--- src/nim_pkg.sv ---
package nim_pkg;

  // ********************************************************************
  // Bus geometry and register map
  // ********************************************************************
  localparam int unsigned ADDR_W     = 8;
  localparam int unsigned DATA_W     = 32;
  localparam int unsigned REG_W      = 16;
  localparam logic [7:0]  STATUS_OFS = 8'h00;
  localparam logic [7:0]  MASK_OFS   = 8'h04;

  // ********************************************************************
  // Reset values and implemented bits
  // ********************************************************************
  localparam logic [15:0] STATUS_RESET = 16'h0000;
  localparam logic [15:0] MASK_RESET   = 16'h0000;
  localparam logic [15:0] IMPL_BITS    = 16'h7f0f;

  // ********************************************************************
  // Field positions
  // ********************************************************************
  localparam int BUS_RETRY_BIT   = 14;
  localparam int HB_LOST_BIT     = 13;
  localparam int FILTER_LOAD_BIT = 12;
  localparam int PER_PACKET_BIT  = 11;
  localparam int RX_PACKET_BIT   = 10;
  localparam int TX_DONE_BIT     = 9;
  localparam int TX_ERROR_BIT    = 8;
  localparam int CRC_TALLY_BIT   = 3;
  localparam int ALIGN_TALLY_BIT = 2;
  localparam int MISSED_PKT_BIT  = 1;
  localparam int RX_OVERRUN_BIT  = 0;

  // Event pulses, laid out like the status and mask registers
  typedef struct packed {
    logic       reserved_top;
    logic       bus_retry;
    logic       heartbeat_lost;
    logic       filter_load_done;
    logic       descriptor_irq_request;
    logic       rx_packet;
    logic       tx_done;
    logic       tx_error;
    logic [3:0] reserved_mid;
    logic       crc_tally;
    logic       align_err_tally;
    logic       missed_pkt_tally;
    logic       rx_fifo_overrun;
  } nim_events_s;

endpackage
--- src/nim_irq_mask.sv ---
// Added by the designer: the Wishbone interface to the registers and the address map.
`timescale 1ns/1ps
module nim_irq_mask (
  // Clock and reset
  input  wire logic                  clk_i,
  input  wire logic                  rst_i,
  // Wishbone slave
  input  wire logic                  cyc_i,
  input  wire logic                  stb_i,
  input  wire logic                  we_i,
  input  wire logic [7:0]            adr_i,
  input  wire logic [3:0]            sel_i,
  input  wire logic [31:0]           dat_i,
  output      logic [31:0]           dat_o,
  output      logic                  ack_o,
  // Event pulses from the controller
  input  wire nim_pkg::nim_events_s  events_i,
  // Interrupt
  output      logic                  irq_o
);

  // ********************************************************************
  // Helpers
  // ********************************************************************
  function automatic logic word_hit(input logic [7:0] adr,
                                    input logic [7:0] ofs);
    word_hit = (adr[7:2] == ofs[7:2]);
  endfunction

  function automatic logic [15:0] lanes(input logic [3:0] sel);
    lanes = {{8{sel[1]}}, {8{sel[0]}}};
  endfunction

  // ********************************************************************
  // Bus decode
  // ********************************************************************
  logic        req;
  logic        wr;
  logic        rd;
  logic        hit_status;
  logic        hit_mask;
  logic [15:0] wlanes;
  logic [15:0] evt_v;
  logic [15:0] clr_v;
  logic [15:0] status;
  logic [15:0] mask;
  logic [31:0] next_rdata;

  // Ack drops by itself, so a held strobe takes a new access every second clock
  assign req        = cyc_i & stb_i & ~ack_o;
  assign wr         = req & we_i;
  assign rd         = req & ~we_i;
  assign hit_status = word_hit(adr_i, nim_pkg::STATUS_OFS);
  assign hit_mask   = word_hit(adr_i, nim_pkg::MASK_OFS);
  assign wlanes     = lanes(sel_i);
  assign evt_v      = events_i & nim_pkg::IMPL_BITS;
  assign clr_v      = (wr && hit_status) ? (dat_i[15:0] & wlanes) : 16'h0000;

  always_ff @(posedge clk_i) begin
    if (rst_i) begin
      ack_o <= 1'b0;
    end else begin
      ack_o <= req;
    end
  end

  // ********************************************************************
  // Enable mask
  // ********************************************************************
  // Reserved bits are not stored, so a stray one cannot raise the line
  always_ff @(posedge clk_i) begin
    if (rst_i) begin
      mask <= nim_pkg::MASK_RESET;
    end else if (wr && hit_mask) begin
      mask <= (mask & ~wlanes) | (dat_i[15:0] & wlanes & nim_pkg::IMPL_BITS);
    end
  end

  // ********************************************************************
  // Sticky status
  // ********************************************************************
  // Set wins over a write-one clear in the same cycle; mask not consulted
  always_ff @(posedge clk_i) begin
    if (rst_i) begin
      status <= nim_pkg::STATUS_RESET;
    end else begin
      status <= (status & ~clr_v) | evt_v;
    end
  end

  // ********************************************************************
  // Interrupt output
  // ********************************************************************
  // Registered, so it trails the status by one clock
  always_ff @(posedge clk_i) begin
    if (rst_i) begin
      irq_o <= 1'b0;
    end else begin
      irq_o <= |(status & mask);
    end
  end

  // ********************************************************************
  // Read data
  // ********************************************************************
  always_comb begin
    next_rdata = 32'h0000_0000;
    if (hit_status) begin
      next_rdata = {16'h0000, status};
    end else if (hit_mask) begin
      next_rdata = {16'h0000, mask};
    end
  end

  always_ff @(posedge clk_i) begin
    if (rst_i) begin
      dat_o <= 32'h0000_0000;
    end else if (rd) begin
      dat_o <= next_rdata;
    end else begin
      dat_o <= 32'h0000_0000;
    end
  end
endmodule

--- config.mk ---
export PLATFORM = sky130hd
export DESIGN_NAME = nim_irq_mask
export DESIGN_NICKNAME = d
export VERILOG_FILES = /design/src/nim_pkg.sv /design/src/nim_irq_mask.sv
export SDC_FILE = /design/constraint.sdc
export NUM_CORES = 1
export LEC_CHECK = 0
export ABC_AREA = 1
export BUFFER_PORTS_ARGS = -buffer_cell sky130_fd_sc_hd__buf_2
export CAP_MARGIN = 20
export CORE_MARGIN = 1
export CORE_UTILIZATION = 40
export DETAILED_ROUTE_END_ITERATION = 7
export GPL_TIMING_DRIVEN = 0
export PLACE_DENSITY = 0.8
export SETUP_SLACK_MARGIN = 0.1
export SKIP_LAST_GASP = 1
export SLEW_MARGIN = 20
export SYNTH_ARGS = -nofsm -noshare
export SYNTH_HDL_FRONTEND = slang
export SYNTH_SLANG_ARGS = --single-unit
--- constraint.sdc ---
create_clock -name clk_i -period 1.55 [get_ports clk_i]
set_input_delay 0.2325 -clock clk_i [delete_from_list [all_inputs] [get_ports clk_i]]
set_output_delay 0.2325 -clock clk_i [all_outputs]
set_load 0.01 [all_outputs]
==> impl_summary.log <==
INFO  metric status = finished, final reports clean
INFO  metric synth_warnings = 0
INFO  metric setup_viol_count_final = 0
INFO  metric r2r-end = status[15]
INFO  metric timing.setup.critical_path_class = register to register
INFO  metric rows = 27
INFO  metric synth_simple_gate_area_share = slightly above 30%
INFO  metric crit_start = ack_o
INFO  metric wire_length_of_the_first_global_routing_pass = roughly 8600 um
INFO  metric hold_class = input pin to register
INFO  metric edff_count_synth = 0
INFO  metric fin_crit = roughly 1300 ps
INFO  metric post_cts.resized_instances = 0
INFO  metric totalNegativeSetupSlack = 0 ps
INFO  metric hold_ws = roughly 150 ps
INFO  metric post_synth_inst_count = about 320
INFO  metric gp_routability_congestion = 0.884
INFO  metric tightestPinTransition = slightly above 500 ps
INFO  metric detailed_route_via_count = 2089
INFO  metric p_leak = around 0.0015 uW
INFO  metric yosysSeqAreaShare = a little over two fifths
INFO  metric boundaryPins = 99
INFO  metric floorplan.die.width = just under 80 um
INFO  metric final_cell_area = about 0.0028 sq mm
INFO  metric first_global_vias = 1876
INFO  metric final_hold_viol_count = 0
INFO  metric critical_path_required = roughly 1800 ps
INFO  metric dpl_cell_area = between 0.002 and 0.003 sq mm
INFO  metric globalRouteTotalUtil = between 10% and 20%
INFO  metric cts-htree-levels = 2
INFO  metric final_net_count = between 400 and 500
INFO  metric wl_per_cell = roughly 11 um
INFO  metric finalPower = 2250 uW
INFO  metric most_common_library_cell_in_the_layout_ignoring_fill_and_taps = nand2_1
INFO  metric xor_xnor_share_of_the_synthesized_area = 0%
INFO  metric initialDrtViolationCount = 84
INFO  metric ant_nets = 0
INFO  metric numCtsBuffers = 5
INFO  metric initial_core_utilization = 41.8%
INFO  metric power_per_cell_area = about 790 mW/mm^2
INFO  metric port_buffers = 56
INFO  metric detail_route.first_pass.iterations = 4
INFO  metric flip_flop_cell_with_the_highest_count_after_synthesis = dfxtp_1
INFO  metric ys_async_sr_fraction = 0%
INFO  metric postCtsHoldBufs = 0
INFO  metric synth_compound_area_share = roughly 7.1%
INFO  metric wl_met3 = roughly 360 um
INFO  metric highest_count_cells_in_the_layout_ignoring_fill_and_taps = nand2_1 (92), buf_2 (61), inv_1 (53)
INFO  metric ys_seq_elements = 50
INFO  metric synth.area.mux_share = 0%
INFO  metric critical_path.startpoint_type = register
INFO  metric route.detailed.vias_per_inst = about 4.4
INFO  metric tritoncts_clock_tree = done
INFO  metric synthesized_cell_area = ~0.0023 sq mm
INFO  metric met2WireLength = ~2500 um
INFO  metric clock_sink_count = 50
INFO  metric synth_top_family_by_area = simple AND/OR/NAND/NOR gates
INFO  metric path_max_fanout = 10
INFO  metric final_min_period_over_clock_period = 84.2%
INFO  metric cts_root_buffer = clkbuf_8
INFO  metric synthDistinctLibCells = 21
INFO  metric worstPathArrival = ~1500 ps
INFO  metric skew = 5.63 ps
INFO  metric antenna-diode-count = 0
INFO  metric area_growth = 21.7%
INFO  metric adder_cell_area_share_of_the_yosys_netlist = 0%
INFO  metric die_y = ~78 um
INFO  metric fmax = 767 MHz
INFO  metric initial_antenna_violation_count = 0
INFO  metric cts_max_path_buffers = 2
INFO  metric setup.worst_path.end_class = register
INFO  metric postCtsSetupRepairBufs = 0
INFO  metric wl = 5050 um
INFO  metric grt_setup_unrepaired = false
INFO  metric hpwlAfterDp = roughly 3900 um
INFO  metric grt_max_degree = 15
INFO  metric setup.worst_path.end = status[15]
INFO  metric max-cap-violations = 0
INFO  metric mapped_avg_cell_area = 7.26 sq um
INFO  metric vdd_drop_max = 0.000306 V
INFO  metric report.final.slew_viol_count = 0
INFO  metric maxSlewHeadroom = 65.7%
INFO  metric total_global_routing_overflow = 0
INFO  metric drive_above_1_share = approximately 26%
INFO  metric drt_drc_violations_left = 0
INFO  metric die_area = ~0.0061 sq mm
INFO  metric clock_insertion_delay_at_the_later_pin_of_the_skew_report = ~300 ps
INFO  metric nFillCells = 570
INFO  metric finalCoreUtilization = 50.9%
INFO  metric clk_pin_slew = 90 ps
INFO  metric r2r_cells = 8
INFO  metric timing.rr.start = ack_o
INFO  metric topRoutingLayerUsed = met4
INFO  metric timing.reg2reg.setup_slack = about 250 ps
INFO  metric drt-met1-wl = around 2100 um
INFO  metric coreArea = between 0.005 and 0.006 sq mm
[critical path, stage by stage, from the launching register on]
cell and delay, ps:
dfxtp_1 320, inv_1 50, nand3_1 70, nor2_1 120, buf_4 210, buf_6 170
nand4_1 120, nand3_1 90, inv_1 50
[cell families after synthesis]
family	count (synthesis)
compound gates	30
flops	50
simple gates	155
buf+inv	85
other cells	1
[power breakdown]
group / switching [uW] / internal (uW)
logic: 121 / 95.5
clock network: 406 / 304
registers: 16.8 / 1310
total: 545 / 1700
[Yosys cell counts (4+ instances only)]
cell,instances,area [sq um]
dfxtp_1,50,1000
a21oi_1,26,130
nand2_1,92,345
nand4_1,18,113
nand3_1,22,110
a21oi_2,4,35.0
buf_2,5,25.0
inv_1,53,199
nor2_1,15,56.3
buf_4,20,150
[worst min-delay path by stage]
| stage | startpoint | to | slack [ps] | cells after the start |
|---|---|---|---|---|
| 2_1_floorplan | events_i[0] | status[0] | 370 | 2 |
| 3_3_place_gp | mask[4] | mask[4] | 460 | 2 |
| 3_5_place_dp | status[4] | status[4] | 470 | 2 |
| 4_1_cts | events_i[8] | status[8] | 150 | 3 |
| 5_1_grt | events_i[1] | status[1] | 150 | 3 |
| 6_report | events_i[1] | status[1] | 150 | 3 |
[per-stage QoR]
step                      cells  setup WS [ps]
after global routing        471            160
after CTS                   471            240
after detailed placement    464            225
after floorplan             336            370
after global placement      464            245
final                       471            245
[area by class of cell]
| class | count | area [sq um] | area share [%] |
|---|---|---|---|
| multi-input combinational | 201 | 940 | 33.1 |
| buffer | 31 | 244 | 8.60 |
| inverter | 54 | 203 | 7.15 |
| sequential | 50 | 1000 | 35.3 |
| tap | 72 | 90.1 | 3.18 |
| clock buffer | 5 | 68.8 | 2.43 |
| timing repair buffer | 56 | 280 | 9.88 |
| clock inverter | 2 | 10.0 | 0.353 |
[layer usage]
layer,vias up,global-route usage (%)
met5,-,0
met4,0,5.37
met3,6,5.23
met2,68,30.1
met1,902,22.6
li1,1113,-
(Power assumes the default switching activity.)
